--- src/logic/bfd_defines.svh ---
// constants for the byte/file-operation instruction decoder
// assumes 16-bit instruction words and an 8-bit datapath
`ifndef BFD_DEFINES_SVH
`define BFD_DEFINES_SVH

// ****************************************
// opcode fields
// ****************************************
`define BFD_OP6_ADD      6'h09
`define BFD_OP6_ADDC     6'h08
`define BFD_OP6_AND      6'h05
`define BFD_OP6_IOR      6'h04
`define BFD_OP6_COM      6'h07
`define BFD_OP6_DEC      6'h01
`define BFD_OP6_DECSZ    6'h0B
`define BFD_OP6_DECSNZ   6'h13
`define BFD_OP6_INC      6'h0A
`define BFD_OP6_INCSZ    6'h0F
`define BFD_OP6_INCSNZ   6'h12
`define BFD_OP7_CPEQ     7'h31
`define BFD_OP7_CPGT     7'h32
`define BFD_OP7_CPLT     7'h30
`define BFD_OP4_FILE_TO_FILE_MOVE    4'hC
`define BFD_OP4_SECOND   4'hF
`define BFD_OP7_CALL     7'h76
`define BFD_OP8_JUMP     8'hEF
`define BFD_OP4_BITOP_LO 4'h8

// ****************************************
// field positions and reset values
// ****************************************
`define BFD_POS_DEST     9
`define BFD_POS_ACC      8
`define BFD_POS_FAST     8
`define BFD_TABLE_POINTER_RST   21'h000000
`define BFD_BSR_RST      4'h0

`endif

--- src/logic/bfd_pkg.sv ---
// types for the instruction decoder
// assumes bfd_defines.svh is on the include path
package bfd_pkg;

	typedef enum logic [3:0] {
		BFD_FMT_BYTE = 4'h1,
		BFD_FMT_BIT  = 4'h2,
		BFD_FMT_LIT  = 4'h4,
		BFD_FMT_CTRL = 4'h8
	} bfd_fmt_t;

	typedef enum logic [3:0] {
		BFD_ALU_NONE = 4'h0,
		BFD_ALU_ADD  = 4'h1,
		BFD_ALU_ADDC = 4'h2,
		BFD_ALU_AND  = 4'h3,
		BFD_ALU_IOR  = 4'h4,
		BFD_ALU_COM  = 4'h5,
		BFD_ALU_DEC  = 4'h6,
		BFD_ALU_INC  = 4'h7
	} bfd_alu_t;

	typedef enum logic [2:0] {
		BFD_ST_EXEC   = 3'b001,
		BFD_ST_SECOND = 3'b010,
		BFD_ST_SKIP   = 3'b100
	} bfd_state_t;

endpackage : bfd_pkg

--- src/logic/bfd_decoder.sv ---
// byte/file-operation instruction decoder with alu and skip control
// assumes one instruction word per clk, operand byte valid with the word
//
// Implementation choices: the address map and strobed register access.
`timescale 1ns/1ps
`include "bfd_defines.svh"

module bfd_decoder (
	input  wire logic                 clk,
	input  wire logic                 rst_n,
	input  wire logic                 instr_valid,
	input  wire logic [15:0]          instr_word,
	input  wire logic [7:0]           file_data,
	input  wire logic [7:0]           working_accumulator,
	input  wire logic                 carry_in,
	input  wire logic [3:0]           bank_select_reg,
	input  wire logic                 table_pointer_we,
	input  wire logic [20:0]          table_pointer_wdata,
	output logic      [20:0]          table_pointer,
	output logic      [11:0]          data_addr,
	output logic      [7:0]           result,
	output logic                      wr_acc,
	output logic                      wr_file,
	output logic                      wr_flags,
	output logic      [4:0]           flags_out,
	output logic      [11:0]          move_src,
	output logic      [11:0]          move_dst,
	output logic                      move_go,
	output logic      [20:0]          jump_target,
	output logic                      jump_go,
	output logic                      call_go,
	output logic                      call_fast,
	output logic      [2:0]           bit_pos,
	output logic      [7:0]           literal,
	output bfd_pkg::bfd_fmt_t         fmt,
	output logic                      nop_cycle,
	output logic                      skip_next
);
	import bfd_pkg::*;

	// ****************************************
	// field split
	// ****************************************
	logic [7:0]  f_addr;
	logic        f_dest;
	logic        f_acc;
	logic [2:0]  f_bit;
	logic [7:0]  f_lit;
	logic [11:0] f_long;
	logic        f_second;

	bfd_field_split u_split (
		.word       (instr_word),
		.file_addr  (f_addr),
		.dest_file  (f_dest),
		.acc_bsr    (f_acc),
		.bit_pos    (f_bit),
		.literal    (f_lit),
		.long_field (f_long),
		.is_second  (f_second)
	);

	// ****************************************
	// sequencing state
	// ****************************************
	bfd_state_t  state_r;
	bfd_state_t  state_nxt;
	logic [2:0]  pend_kind_r;   // 1 move, 2 jump, 4 call
	logic [11:0] pend_src_r;
	logic [7:0]  pend_lo_r;
	logic        pend_fast_r;
	logic        skip_two_r;    // skip covers a two-word instruction
	logic [20:0] table_pointer_r;

	// ****************************************
	// opcode decode
	// ****************************************
	bfd_alu_t alu_op;
	logic     is_byte_op;
	logic     is_cmp;
	logic     flags5;
	logic     flags2;
	logic     skip_z;
	logic     skip_nz;
	logic     is_file_to_file_move;
	logic     is_jump;
	logic     is_call;

	function automatic logic is_two_word(input logic [15:0] w);
		is_two_word = (w[15:12] == `BFD_OP4_FILE_TO_FILE_MOVE) ||
			(w[15:9] == `BFD_OP7_CALL) || (w[15:8] == `BFD_OP8_JUMP);
	endfunction : is_two_word

	always_comb begin
		alu_op     = BFD_ALU_NONE;
		is_byte_op = 1'b1;
		is_cmp     = 1'b0;
		flags5     = 1'b0;
		flags2     = 1'b0;
		skip_z     = 1'b0;
		skip_nz    = 1'b0;
		unique case (instr_word[15:10])
			`BFD_OP6_ADD: begin
				alu_op = BFD_ALU_ADD;
				flags5 = 1'b1;
			end
			`BFD_OP6_ADDC: begin
				alu_op = BFD_ALU_ADDC;
				flags5 = 1'b1;
			end
			`BFD_OP6_AND: begin
				alu_op = BFD_ALU_AND;
				flags2 = 1'b1;
			end
			`BFD_OP6_IOR: begin
				alu_op = BFD_ALU_IOR;
				flags2 = 1'b1;
			end
			`BFD_OP6_COM: begin
				alu_op = BFD_ALU_COM;
				flags2 = 1'b1;
			end
			`BFD_OP6_DEC: begin
				alu_op = BFD_ALU_DEC;
				flags5 = 1'b1;
			end
			`BFD_OP6_DECSZ: begin
				alu_op = BFD_ALU_DEC;
				skip_z = 1'b1;
			end
			`BFD_OP6_DECSNZ: begin
				alu_op  = BFD_ALU_DEC;
				skip_nz = 1'b1;
			end
			`BFD_OP6_INC: begin
				alu_op = BFD_ALU_INC;
				flags5 = 1'b1;
			end
			`BFD_OP6_INCSZ: begin
				alu_op = BFD_ALU_INC;
				skip_z = 1'b1;
			end
			`BFD_OP6_INCSNZ: begin
				alu_op  = BFD_ALU_INC;
				skip_nz = 1'b1;
			end
			default: begin
				is_byte_op = 1'b0;
				is_cmp     = (instr_word[15:9] == `BFD_OP7_CPEQ) ||
					(instr_word[15:9] == `BFD_OP7_CPGT) ||
					(instr_word[15:9] == `BFD_OP7_CPLT);
			end
		endcase
		is_file_to_file_move = (instr_word[15:12] == `BFD_OP4_FILE_TO_FILE_MOVE);
		is_jump  = (instr_word[15:8] == `BFD_OP8_JUMP);
		is_call  = (instr_word[15:9] == `BFD_OP7_CALL);
	end

	// format class for the datapath
	always_comb begin
		if (is_byte_op || is_cmp || is_file_to_file_move) begin
			fmt = BFD_FMT_BYTE;
		end else if (instr_word[15:12] >= `BFD_OP4_BITOP_LO &&
				instr_word[15:12] < `BFD_OP4_FILE_TO_FILE_MOVE) begin
			fmt = BFD_FMT_BIT;
		end else if (is_jump || is_call || instr_word[15:12] == 4'hD ||
				instr_word[15:12] == 4'hE || f_second) begin
			fmt = BFD_FMT_CTRL;
		end else begin
			fmt = BFD_FMT_LIT;
		end
	end

	// ****************************************
	// alu and flags (c, dc, z, ov, n as bits 0..4)
	// ****************************************
	logic [8:0] sum;
	logic [4:0] nib;
	logic [7:0] opb;
	logic       cin;
	logic [7:0] alu_res;
	logic [4:0] alu_flags;

	always_comb begin
		opb = working_accumulator;
		cin = 1'b0;
		unique case (alu_op)
			BFD_ALU_ADDC: cin = carry_in;
			BFD_ALU_DEC: opb = 8'hFF;
			BFD_ALU_INC: opb = 8'h00;
			default: ;
		endcase
		if (alu_op == BFD_ALU_INC) begin
			cin = 1'b1;
		end
		sum = {1'b0, file_data} + {1'b0, opb} + {8'h00, cin};
		nib = {1'b0, file_data[3:0]} + {1'b0, opb[3:0]} + {4'h0, cin};
		unique case (alu_op)
			BFD_ALU_AND: alu_res = file_data & working_accumulator;
			BFD_ALU_IOR: alu_res = file_data | working_accumulator;
			BFD_ALU_COM: alu_res = ~file_data;
			default: alu_res = sum[7:0];
		endcase
		alu_flags[0] = sum[8];
		alu_flags[1] = nib[4];
		alu_flags[2] = (alu_res == 8'h00);
		alu_flags[3] = (file_data[7] == opb[7]) && (sum[7] != file_data[7]);
		alu_flags[4] = alu_res[7];
		if (flags2) begin
			alu_flags[1:0] = 2'b00;
			alu_flags[3]   = 1'b0;
		end
	end

	// compare-skip and increment/decrement skip conditions
	logic cond_skip;
	always_comb begin
		cond_skip = 1'b0;
		if (is_cmp) begin
			unique case (instr_word[15:9])
				`BFD_OP7_CPEQ: cond_skip = (file_data == working_accumulator);
				`BFD_OP7_CPGT: cond_skip = (file_data > working_accumulator);
				default: cond_skip = (file_data < working_accumulator);
			endcase
		end else if (skip_z) begin
			cond_skip = (alu_res == 8'h00);
		end else if (skip_nz) begin
			cond_skip = (alu_res != 8'h00);
		end
	end

	// ****************************************
	// issue: a word only acts in the exec state
	// ****************************************
	logic act;
	assign act = instr_valid && (state_r == BFD_ST_EXEC) && !f_second;

	always_comb begin
		state_nxt = state_r;
		if (instr_valid) begin
			unique case (state_r)
				BFD_ST_EXEC: begin
					if (act && (is_file_to_file_move || is_jump || is_call)) begin
						state_nxt = BFD_ST_SECOND;
					end else if (act && cond_skip) begin
						state_nxt = BFD_ST_SKIP;
					end
				end
				BFD_ST_SECOND: state_nxt = BFD_ST_EXEC;
				BFD_ST_SKIP: begin
					if (is_two_word(instr_word) && !skip_two_r) begin
						state_nxt = BFD_ST_SKIP;
					end else begin
						state_nxt = BFD_ST_EXEC;
					end
				end
				default: state_nxt = BFD_ST_EXEC;
			endcase
		end
	end

	always_ff @(posedge clk or negedge rst_n) begin
		if (!rst_n) begin
			state_r <= BFD_ST_EXEC;
		end else begin
			state_r <= state_nxt;
		end
	end

	always_ff @(posedge clk or negedge rst_n) begin
		if (!rst_n) begin
			skip_two_r <= 1'b0;
		end else if (instr_valid) begin
			skip_two_r <= (state_r == BFD_ST_SKIP) && !skip_two_r &&
				is_two_word(instr_word);
		end
	end

	always_ff @(posedge clk or negedge rst_n) begin
		if (!rst_n) begin
			pend_kind_r <= 3'b000;
			pend_src_r  <= 12'h000;
			pend_lo_r   <= 8'h00;
			pend_fast_r <= 1'b0;
		end else if (act) begin
			pend_kind_r <= {is_call, is_jump, is_file_to_file_move};
			pend_src_r  <= f_long;
			pend_lo_r   <= f_lit;
			pend_fast_r <= instr_word[`BFD_POS_FAST];
		end
	end

	always_ff @(posedge clk or negedge rst_n) begin
		if (!rst_n) begin
			table_pointer_r <= `BFD_TABLE_POINTER_RST;
		end else if (table_pointer_we) begin
			table_pointer_r <= table_pointer_wdata;
		end
	end
	assign table_pointer = table_pointer_r;

	// ****************************************
	// registered outputs
	// ****************************************
	logic second_ok;
	assign second_ok = instr_valid && (state_r == BFD_ST_SECOND) && f_second;

	always_ff @(posedge clk or negedge rst_n) begin
		if (!rst_n) begin
			data_addr <= 12'h000;
			result    <= 8'h00;
			wr_acc    <= 1'b0;
			wr_file   <= 1'b0;
			wr_flags  <= 1'b0;
			flags_out <= 5'h00;
			bit_pos   <= 3'h0;
			literal   <= 8'h00;
		end else begin
			data_addr <= {f_acc ? bank_select_reg : `BFD_BSR_RST, f_addr};
			result    <= alu_res;
			wr_acc    <= act && is_byte_op && !f_dest;
			wr_file   <= act && is_byte_op && f_dest;
			wr_flags  <= act && (flags5 || flags2);
			flags_out <= alu_flags;
			bit_pos   <= f_bit;
			literal   <= f_lit;
		end
	end

	always_ff @(posedge clk or negedge rst_n) begin
		if (!rst_n) begin
			move_src    <= 12'h000;
			move_dst    <= 12'h000;
			move_go     <= 1'b0;
			jump_target <= 21'h000000;
			jump_go     <= 1'b0;
			call_go     <= 1'b0;
			call_fast   <= 1'b0;
			nop_cycle   <= 1'b0;
			skip_next   <= 1'b0;
		end else begin
			move_src    <= pend_src_r;
			move_dst    <= f_long;
			move_go     <= second_ok && pend_kind_r[0];
			jump_target <= {1'b0, f_long, pend_lo_r};
			jump_go     <= second_ok && pend_kind_r[1];
			call_go     <= second_ok && pend_kind_r[2];
			call_fast   <= pend_fast_r;
			nop_cycle   <= instr_valid && !act && !second_ok;
			skip_next   <= act && cond_skip;
		end
	end

endmodule : bfd_decoder

--- src/logic/bfd_field_split.sv ---
// field extraction of one instruction word
// assumes a 16-bit word from the fetch path
`timescale 1ns/1ps
`include "bfd_defines.svh"

module bfd_field_split (
	input  wire logic [15:0] word,
	output logic      [7:0]  file_addr,
	output logic             dest_file,
	output logic             acc_bsr,
	output logic      [2:0]  bit_pos,
	output logic      [7:0]  literal,
	output logic      [11:0] long_field,
	output logic             is_second
);
	import bfd_pkg::*;

	always_comb begin
		file_addr  = word[7:0];
		dest_file  = word[`BFD_POS_DEST];
		acc_bsr    = word[`BFD_POS_ACC];
		bit_pos    = word[11:9];
		literal    = word[7:0];
		long_field = word[11:0];
		is_second  = (word[15:12] == `BFD_OP4_SECOND);
	end

endmodule : bfd_field_split

--- config.mk ---
export PLATFORM = sky130hd
export DESIGN_NAME = bfd_decoder
export DESIGN_NICKNAME = d
export VERILOG_FILES = /design/src/logic/bfd_pkg.sv /design/src/logic/bfd_decoder.sv /design/src/logic/bfd_field_split.sv
export VERILOG_INCLUDE_DIRS = /design/src /design/src/logic
export SDC_FILE = /design/constraint.sdc
export NUM_CORES = 1
export LEC_CHECK = 0
export BUFFER_PORTS_ARGS = -buffer_cell sky130_fd_sc_hd__buf_2
export CAP_MARGIN = 20
export CORE_MARGIN = 3
export CORE_UTILIZATION = 50
export DETAILED_ROUTE_END_ITERATION = 7
export PLACE_DENSITY = 0.81
export SYNTH_ARGS = -nofsm -noshare
export SYNTH_HDL_FRONTEND = slang
export SYNTH_SLANG_ARGS = --single-unit
--- constraint.sdc ---
create_clock -name clk -period 2.2 [get_ports clk]
set_input_delay 0.22 -clock clk [delete_from_list [all_inputs] [get_ports clk]]
set_output_delay 0.22 -clock clk [all_outputs]
set_load 0.02 [all_outputs]
Yosys cells after proc, flatten, opt, wreduce, memory -nomap -nowiden
Index checks and enable logic that the tools add are counted.
{"block": "totals", "elab_cells": 141, "register_bits": 138, "input_bits": 62, "out_inout_bits": 115}
{"block": "op_classes", "muxes": 25, "n_bitwise": 3, "magnitude_cmp": 4, "n_eq_ne": 33, "reduce_logical": 48, "n_addsub": 4}
{"operator": "$eq 6x4->1 const B", "n": 5}
{"operator": "$pmux 8 s3", "n": 1}
{"operator": "$eq 7x6->1 const B", "n": 3}
{"operator": "$pmux 3 s7", "n": 1}
{"operator": "$logic_and 1x1->1", "n": 20}
{"operator": "$eq 6x3->1 const B", "n": 3}
{"operator": "$eq 4x3->1 const B", "n": 4}
{"operator": "$eq 4x4->1 const B", "n": 4}
{"operator": "$mux 4", "n": 4}
{"operator": "$pmux 8 s2", "n": 1}
{"operator": "$logic_or 1x1->1", "n": 13}
{"operator": "$eq 6x5->1 const B", "n": 2}
{"operator": "$mux 1", "n": 12}
{"operator": "$reduce_or 11->1", "n": 1}
{"operator": "$add 8x8->9", "n": 1}
{"operator": "$add 9x1->9", "n": 1}
{"operator": "$mux 3", "n": 3}
{"operator": "$reduce_or 3->1", "n": 3}
{"operator": "$and 8x8->8", "n": 1}
{"operator": "$eq 4x2->1 const B", "n": 2}
{"operator": "$eq 8x8->1", "n": 1}
{"operator": "$eq 8x8->1 const B", "n": 1}
{"operator": "$gt 8x8->1", "n": 1}
{"operator": "$logic_not 8->1", "n": 1}
{"operator": "23 further kinds", "n": 28}

Depth between registers and ports, before layout
Gate-level depths: netlist (run 1).
{"block": "logic_depth", "word_depth": 16, "depth_mapped": 19}

Hierarchy
From an unflattened synthesis (run 1), not the netlist that was laid out.
{"block": "unflattened", "cells_unflattened": 537, "area_unflattened_um2": 5775.5}
{"mod": "bfd_decoder", "n_inst": 1, "cells_per_inst": 503, "seq_area_each_um2": 3129.3, "area_per_inst_um2": 5519.0}
{"mod": "bfd_field_split", "n_inst": 1, "cells_per_inst": 34, "seq_area_each_um2": 0.0, "area_per_inst_um2": 256.5}

Worst setup path before layout (run 1)
No wires, ideal clock.
{"block": "synth_path", "path_type": "input -> register", "from": "input port instr_word[11]", "to": "register state_r[0]", "arrival_ns": 4.143, "stages": 18, "setup_time_ns": 0.088, "path_slack_ns": -2.031, "cell_sequence": "clkbuf_1 > clkbuf_1 > clkbuf_1 > a32oi_1 > nor2_1 > nor2_1 > nor2_1 > o21ai_0 > fa_1 > fa_1 > nand2b_1 > nor4b_1 > a31oi_1 > a32oi_1 > nor4_1 > nand4_1 > o2111a_1 > or3_1"}
{"block": "synth_between", "elab_chain_cells": 15}
{"item": "from (decl)", "line": "bfd_decoder.sv:12", "text": "input wire logic [15:0] instr_word,"}
{"item": "$eq 6x5->1, or another cell as far along", "line": "bfd_decoder.sv:102", "text": "unique case (instr_word[15:10])"}
{"item": "$reduce_or 3->1 (no source line)"}
{"item": "$pmux 3 s7 (*)", "line": "bfd_decoder.sv:102"}
{"item": "$eq 4x3->1, or another cell as far along", "line": "bfd_decoder.sv:187, bfd_decoder.sv:193"}
{"item": "$pmux 8 s2 or $mux 1 (tied branches)", "line": "bfd_decoder.sv:187", "text": "unique case (alu_op)"}
{"item": "$add 8x8->9 or $mux 1 (tied branches)", "line": "bfd_decoder.sv:196, bfd_decoder.sv:193"}
{"item": "$add 9x1->9", "line": "bfd_decoder.sv:196", "text": "sum = {1'b0, file_data} + {1'b0, opb} + {8'h00, cin};"}
{"item": "$pmux 8 s3 (*)", "line": "bfd_decoder.sv:198", "text": "unique case (alu_op)"}
{"item": "named net alu_res[4]", "line": "bfd_decoder.sv:181", "text": "logic [7:0] alu_res;"}
{"item": "$reduce_bool 8->1", "line": "bfd_decoder.sv:228", "text": "cond_skip = (alu_res != 8'h00);"}
{"item": "$mux 1", "line": "bfd_decoder.sv:227", "text": "end else if (skip_nz) begin"}
{"item": "$mux 1 (*)", "line": "bfd_decoder.sv:225", "text": "end else if (skip_z) begin"}
{"item": "$mux 1 (*)", "line": "bfd_decoder.sv:219", "text": "if (is_cmp) begin"}
{"item": "$logic_and 1x1->1 (*)", "line": "bfd_decoder.sv:245", "text": "end else if (act && cond_skip) begin"}
{"item": "$ne 3x1->1 (no source line) (*)"}
{"item": "$reduce_and 2->1 (no source line) (*)"}
{"item": "to (signal assigned)", "line": "bfd_decoder.sv:266", "text": "state_r <= state_nxt;"}
{"item": "to (decl)", "line": "bfd_decoder.sv:66", "text": "bfd_state_t state_r;"}
The timed path passes the listed nets; every way through them passes the cells marked *.
A chain may end at the register's enable or synchronous reset.

Worst setup path after layout (run 1)
{"block": "layout_path", "from": "input port instr_word[14]", "to": "register state_r[0]"}
Same word-level chain as after synthesis.

==> results of run 1 <==
[metrics by stage]
stage	instance area (µm²)	hold slack, ns
after floorplan	4840	-0.0756
after detailed placement	6090	0.269
after global placement	6090	0.267
final	6710	0.0866
after global routing	6710	0.0763
after CTS	6670	0.0753
[sequential cells by signal, summed over array words and instances, names as in the netlist, 3 cells and up]
signal         count
data_addr          4
flags_out          5
move_dst          11
move_src          12
pend_kind_r        3
pend_src_r        12
result             7
state_r            3
table_pointer     21
[logic make-up (layout without fill, tap and decap cells)]
kind of cell	count (synthesis)	after routing
compound gates	74	74
xor+xnor	3	3
fa+ha+maj	33	33
buf+inv	89	320
flops	88	88
mux	26	26
other cells	1	3
simple gates	150	150
[routing by layer]
| metal | track usage (%) | up-vias | wire, µm |
|---|---|---|---|
| met5 | 0 | - | 0 |
| met4 | 13.3 | 0 | 570 |
| met3 | 5.47 | 53 | 1010 |
| met2 | 46.3 | 223 | 7220 |
| met1 | 29.5 | 2107 | 5390 |
| li1 | - | 1990 | - |
[layout make-up]
type	instances	area share, %
antenna	2	0.0746
clock buffer	9	1.85
clock inverter	7	2.22
inverter	29	1.62
multi-input combinational	287	33.4
sequential	88	32.8
tap	126	2.35
timing repair buffer	275	25.7
[what timing repair did]
action | CTS | global route
endpoints found under the hold margin | 53 | 0
hold buffers | 9 | 0
gates resized for setup | 34 | 18
pin swaps | 15 | 8
setup buffers | 11 | 3
setup endpoints to repair | 13 | 13
[critical path, delay by kind of cell]
kind	cells	cell delay [ns]
compound gates	5	0.78
buf+inv	4	0.57
fa+ha+maj	2	0.73
xor+xnor	1	0.17
simple gates	5	1.06
[power groups by stage]
stage / clock network [µW] / registers [µW] / logic (µW)
after floorplan: 0 / 2170 / 708
after global placement: 0 / 1960 / 1410
after detailed placement: 0 / 1980 / 1430
after CTS: 1530 / 1950 / 1570
after global routing: 1600 / 1970 / 1690
final: 1510 / 1950 / 1570
[worst max-delay path by stage]
stage,startpoint,cells past startpoint,slack (ns),to
CTS,instr_word[14],14,-0.97,state_r[0]$_DFFE_PN1P_
global placement,instr_word[14],14,-1.43,state_r[0]$_DFFE_PN1P_
global route,instr_word[14],17,-1.20,state_r[0]$_DFFE_PN1P_
finish,instr_word[14],17,-1.07,state_r[0]$_DFFE_PN1P_
floorplan,instr_word[10],14,-1.52,state_r[0]$_DFFE_PN1P_
detailed placement,instr_word[14],14,-1.53,state_r[0]$_DFFE_PN1P_
[cells in the final DEF (no fill, tap or decap), types with 8 or more instances in the layout]
master / instances
buf_6: 10
o21ai_0: 8
ha_1: 28
nand2b_1: 11
nand2_1: 52
nor2_1: 27
inv_1: 25
clkbuf_8: 9
mux2_2: 23
a21oi_1: 15
dlygate4sd3_1: 9
buf_4: 82
buf_2: 171
o21a_1: 12
and2_1: 8
dfrtp_1: 87
==> impl_metrics.env, run 1 <==
export IMPL_synth_seq_area_share_pct=46.3
export IMPL_cts_tree="built"
export IMPL_status="finished, violations left"
export IMPL_pin_count=177
export IMPL_dp_slack_ns=-1.53
export IMPL_fmax_ghz=0.306
export IMPL_maxSlewHeadroom_pct=55.2
export IMPL_synth_ff_latch_count=88
export IMPL_setup_worst_path_end_class="flop"
export IMPL_leakage_uw=0.00349
export IMPL_crit_chain="buf_8, buf_4, nand2b_4, o22ai_1, nand2_1, o31a_1, fa_2, fa_2, buf_6, xor2_2, o32a_1, o211ai_1, nor4_2, buf_4, nand4_1, o2111a_1, or3_1"
export IMPL_drtIter0Drc=277
export IMPL_ctsHtreeMaxLevel=3
export IMPL_power_density_nw_per_um2=750
export IMPL_totalWireLength_mm=14.2
export IMPL_place_congestion=0.905
export IMPL_worstMarginPinSlew_ns=0.666
export IMPL_clock_sinks=88
export IMPL_syn_to_final_growth_pct=41.2
export IMPL_violations="setup timing"
export IMPL_core_area_um2=8980
export IMPL_worstPathRequired_ns=2.48
export IMPL_holdPathStages=2
export IMPL_setup_ws_ns=-1.07
export IMPL_first_pass_iters=4
export IMPL_finClkSkew_ns=0.00981
export IMPL_max_stage_delay_ns=0.37
export IMPL_numCtsBuffers=9
export IMPL_synth_simple_gate_area_share_pct=16.6
export IMPL_die_x_um=104
export IMPL_track_usage_pct=26.0
export IMPL_nets=785
export IMPL_synth_edf_count=0
export IMPL_intPower_uw=3380
export IMPL_synth_xor_area_share_pct=0.553
export IMPL_p_sw_share_pct=32.9
export IMPL_drc_errors=0
export IMPL_drive_above_1_share_pct=49.5
export IMPL_cp_max_fo=13
export IMPL_seqCellArea_um2=2200
export IMPL_max_cap_violations=0
export IMPL_nFillCells=574
export IMPL_critPathLaunchType="input pin"
export IMPL_synth_top_area_share_pct=45.8
export IMPL_hold_viol=0
export IMPL_ys_types=65
export IMPL_synth_compound_area_share_pct=10.7
export IMPL_yosysTopAreaCell="dfrtp_1"
export IMPL_vias_per_cell=5.31
export IMPL_comb_power_share_pct=31.2
export IMPL_rsz0062_at_grt="yes"
export IMPL_r2r_start="state_r[0]$_DFFE_PN1P_"
export IMPL_finish_utilization_pct=74.8
export IMPL_placement_io_buffers=175
export IMPL_cts_root_buf="clkbuf_8"
export IMPL_power_uw=5030
export IMPL_synth_most_common_cell="dfrtp_1"
export IMPL_place_hpwl_mm=10.1
export IMPL_min_period_ns=3.27
export IMPL_vias=4373
export IMPL_seqPwrFrac_pct=38.7
export IMPL_cts_buffer_depth=2
export IMPL_synthCells=464
export IMPL_period_share_pct=149
export IMPL_synth_net_count=559
export IMPL_synth_area_mux_share_pct=6.08
export IMPL_synth_area_leaders="dfrtp_1 (46%), ha_1 (8.2%), buf_4 (6.8%)"
export IMPL_finalSetupTns_ns=-5.47
export IMPL_synth_common_cells="dfrtp_1 (87), nand2_1 (52), buf_4 (43)"
export IMPL_hp_class="in2reg"
export IMPL_syn_cell_area_um2=4750
export IMPL_critical_path_class="in2reg"
export IMPL_grt_overflow=0
export IMPL_synth_async_reset_ratio_pct=100
export IMPL_hold_end="table_pointer[0]$_DFFE_PN0P_"
export IMPL_finalSetupViolCount=12
export IMPL_die_h_um=104
export IMPL_rrSetupSlack_ns=0.20
export IMPL_multiInputGateArea_um2=2240
export IMPL_instances_no_fill=823
export IMPL_grt_max_degree=47
export IMPL_clk_pin_slew_ns=0.10
export IMPL_ant_nets=0
export IMPL_grt_pass1_wl_mm=22.6
export IMPL_clkPwrFrac_pct=30.1
export IMPL_yosysWarnings=0
export IMPL_synth_adder_area_share_pct=9.00
export IMPL_crit_arrival_ns=3.54
export IMPL_reg2reg_depth=7
export IMPL_grt_pass1_vias=4440
export IMPL_synth_top_family_by_area="simple AND/OR/NAND/NOR gates"
export IMPL_num_rows=34
export IMPL_hp_start="table_pointer_wdata[0]"
export IMPL_slew_viol_final=0
export IMPL_r2r_end="state_r[0]$_DFFE_PN1P_"
export IMPL_peakVddDrop_mv=0.407
export IMPL_antenna_found_initial=2
export IMPL_wl_per_cell_um=17.2
export IMPL_avgSynthCellArea_um2=10.2
export IMPL_cp_slowest_cell="fa_2"
export IMPL_dp_cells=790
export IMPL_start_util_pct=53.0
export IMPL_clk_latency_ns=0.35
export IMPL_p_sw_uw=1650
export IMPL_die_area_um2=10700
export IMPL_synth_main_ff_cell="dfrtp_1"
(Power assumes the default switching activity.)
==> inputs of run 2 (changes only) <==
- CORE_MARGIN: 3 -> 5
- CORE_UTILIZATION: 50 -> 52
- SYNTH_HIERARCHICAL: default -> 1
==> impl_metrics.env, run 2 <==
export IMPL_status="finished, violations left"
export IMPL_violations="setup timing"
export IMPL_fmax_ghz=0.319
export IMPL_seqCellArea_um2=3130
export IMPL_vias=4994
export IMPL_ant_nets=0
export IMPL_crit_arrival_ns=3.54
export IMPL_worstPathRequired_ns=2.61
export IMPL_multiInputGateArea_um2=2280
export IMPL_worstMarginPinSlew_ns=0.628
export IMPL_totalWireLength_mm=16.8
export IMPL_rsz0062_at_grt="yes"
export IMPL_hold_viol=0
export IMPL_numCtsBuffers=17
export IMPL_slew_viol_final=0
export IMPL_period_share_pct=142
export IMPL_start_util_pct=53.3
export IMPL_synth_seq_area_share_pct=54.2
export IMPL_antenna_found_initial=0
export IMPL_die_h_um=115
export IMPL_grt_max_degree=69
export IMPL_nFillCells=665
export IMPL_grt_overflow=0
export IMPL_vias_per_cell=5.20
export IMPL_yosysTopAreaCell="dfrtp_1"
export IMPL_grt_pass1_vias=5222
export IMPL_synth_async_reset_ratio_pct=100
export IMPL_place_hpwl_mm=11.2
export IMPL_final_common_cell="buf_2"
export IMPL_finClkSkew_ns=0.00717
export IMPL_finish_utilization_pct=77.1
export IMPL_synth_area_leaders="dfrtp_1 (54%), ha_1 (6.7%), buf_4 (6.2%)"
export IMPL_setup_ws_ns=-0.932
export IMPL_largest_reg_flops=21
export IMPL_place_congestion=0.907
export IMPL_clk_pin_slew_ns=0.07
export IMPL_pin_count=177
export IMPL_finalSetupViolCount=11
export IMPL_ys_types=60
export IMPL_drc_errors=0
export IMPL_core_area_um2=10800
export IMPL_max_cap_violations=0
export IMPL_critical_path_class="in2reg"
export IMPL_clock_sinks=125
export IMPL_synth_most_common_cell="dfrtp_1"
export IMPL_synth_ff_latch_count=125
export IMPL_synth_main_ff_cell="dfrtp_1"
export IMPL_final_cell_mix="buf_2 (171), dfrtp_1 (124), buf_4 (98)"
export IMPL_num_rows=38
export IMPL_min_period_ns=3.13
export IMPL_synth_net_count=632
export IMPL_maxSlewHeadroom_pct=57.8
export IMPL_ctsHtreeMaxLevel=4
export IMPL_grt_pass1_wl_mm=25.6
export IMPL_setup_worst_path_end_class="flop"
export IMPL_peakVddDrop_mv=0.658
export IMPL_leakage_uw=0.00433
export IMPL_dp_cells=879
export IMPL_drtIter0Drc=392
export IMPL_avgSynthCellArea_um2=10.8
export IMPL_critPathLaunchType="input pin"
export IMPL_cp_max_fo=7
export IMPL_cts_buffer_depth=2
export IMPL_num_antenna_cells=0
export IMPL_synth_top_area_share_pct=53.7
export IMPL_power_density_nw_per_um2=849
export IMPL_die_x_um=115
export IMPL_synth_common_cells="dfrtp_1 (124), nand2_1 (85), buf_4 (48)"
export IMPL_die_area_um2=13300
export IMPL_clk_latency_ns=0.52
export IMPL_cts_tree="built"
export IMPL_instances_no_fill=960
export IMPL_synth_edf_count=0
export IMPL_first_pass_iters=5
export IMPL_syn_cell_area_um2=5780
export IMPL_placement_io_buffers=175
export IMPL_syn_to_final_growth_pct=44.7
export IMPL_power_uw=7090
export IMPL_track_usage_pct=25.2
export IMPL_yosysWarnings=6
export IMPL_cts_root_buf="clkbuf_8"
export IMPL_hp_class="in2reg"
export IMPL_nets=902
export IMPL_synthCells=537
export IMPL_drive_above_1_share_pct=44.8
export IMPL_wl_per_cell_um=17.5
[run 2: metal layers]
layer  track usage, %  part of all wire (%)
met3             6.47                   8.2
met2             44.7                    51
met5                0                     0
met1             28.4                    37
met4             11.7                   3.8
[run 2: worst max-delay path: stages]
cell	delay, ns
buf_12	0.09
buf_4	0.12
nand2_1	0.07
a21oi_2	0.15
a21oi_2	0.06
o21a_1	0.21
nor2_4	0.17
nand2_4	0.08
buf_12	0.13
o21a_1	0.10
ha_2	0.18
or3_1	0.36
o211a_1	0.26
or3_1	0.34
a32o_2	0.31
buf_6	0.12
nor3_2	0.22
a211oi_2	0.12
or2_1	0.22
[run 2: timing repair]
| action | 4_1_cts | 5_1_grt |
|---|---|---|
| setup endpoints to repair | 11 | 13 |
| hold endpoints to repair | 96 | 0 |
| buffers inserted | 6 | 7 |
| pin swaps | 5 | 8 |
| hold buffers | 36 | 0 |
| resized for setup | 17 | 19 |
| gates cloned | 0 | 0 |
[run 2: layout make-up]
type / count / share of cell area (%)
Clock buffer: 17 / 4.96
Tap cell: 140 / 2.10
Timing Repair Buffer: 314 / 24.9
Inverter: 30 / 1.35
Multi-Input combinational cell: 319 / 27.2
Clock inverter: 15 / 1.98
Sequential cell: 125 / 37.4
[run 2: through the flow]
step	setup slack [ns]	cell area, µm²	hold WS (ns)	TNS [ns]
after floorplan	-1.13	5880	-0.0756	-7.72
after global placement	-1.35	7170	0.142	-10.37
after detailed placement	-1.58	7170	0.150	-12.14
after CTS	-0.841	8210	0.0254	-3.71
after global routing	-1.07	8360	0.0288	-5.70
final	-0.932	8360	0.0464	-4.62
[run 2: logic make-up after synthesis]
logic type	Yosys count	synth area share [%]
buf+inv	93	9.21
compound gates	80	9.14
xor+xnor	3	0.455
other cells	1	0.0649
simple gates	177	14.8
mux	25	4.79
fa+ha+maj	33	7.41
flops	125	54.2
[run 2: power breakdown]
group          switching (µW)  internal [µW]  leakage (µW)
combinational             946            663       0.00253
sequential                166           2640       0.00152
clock                    1210           1470      0.000282
total                    2320           4770       0.00433
[run 2: path summary, 6_finish.rpt]
kind / startpoint / to / slack, ns / cells past startpoint
max in group asynchronous: rst_n / state_r[0]$_DFFE_PN1P_ / 1.28 / 3
min in group asynchronous: rst_n / literal[4]$_DFF_PN0_ / 0.15 / 2
max reg2reg: state_r[0]$_DFFE_PN1P_ / pend_src_r[5]$_DFFE_PN0P_ / 0.39 / 6
max: instr_word[13] / state_r[2]$_DFFE_PN0P_ / -0.93 / 19
min reg2reg: pend_src_r[8]$_DFFE_PN0P_ / move_src[8]$_DFF_PN0_ / 0.36 / 0
min: instr_word[9] / move_dst[9]$_DFF_PN0_ / 0.05 / 2
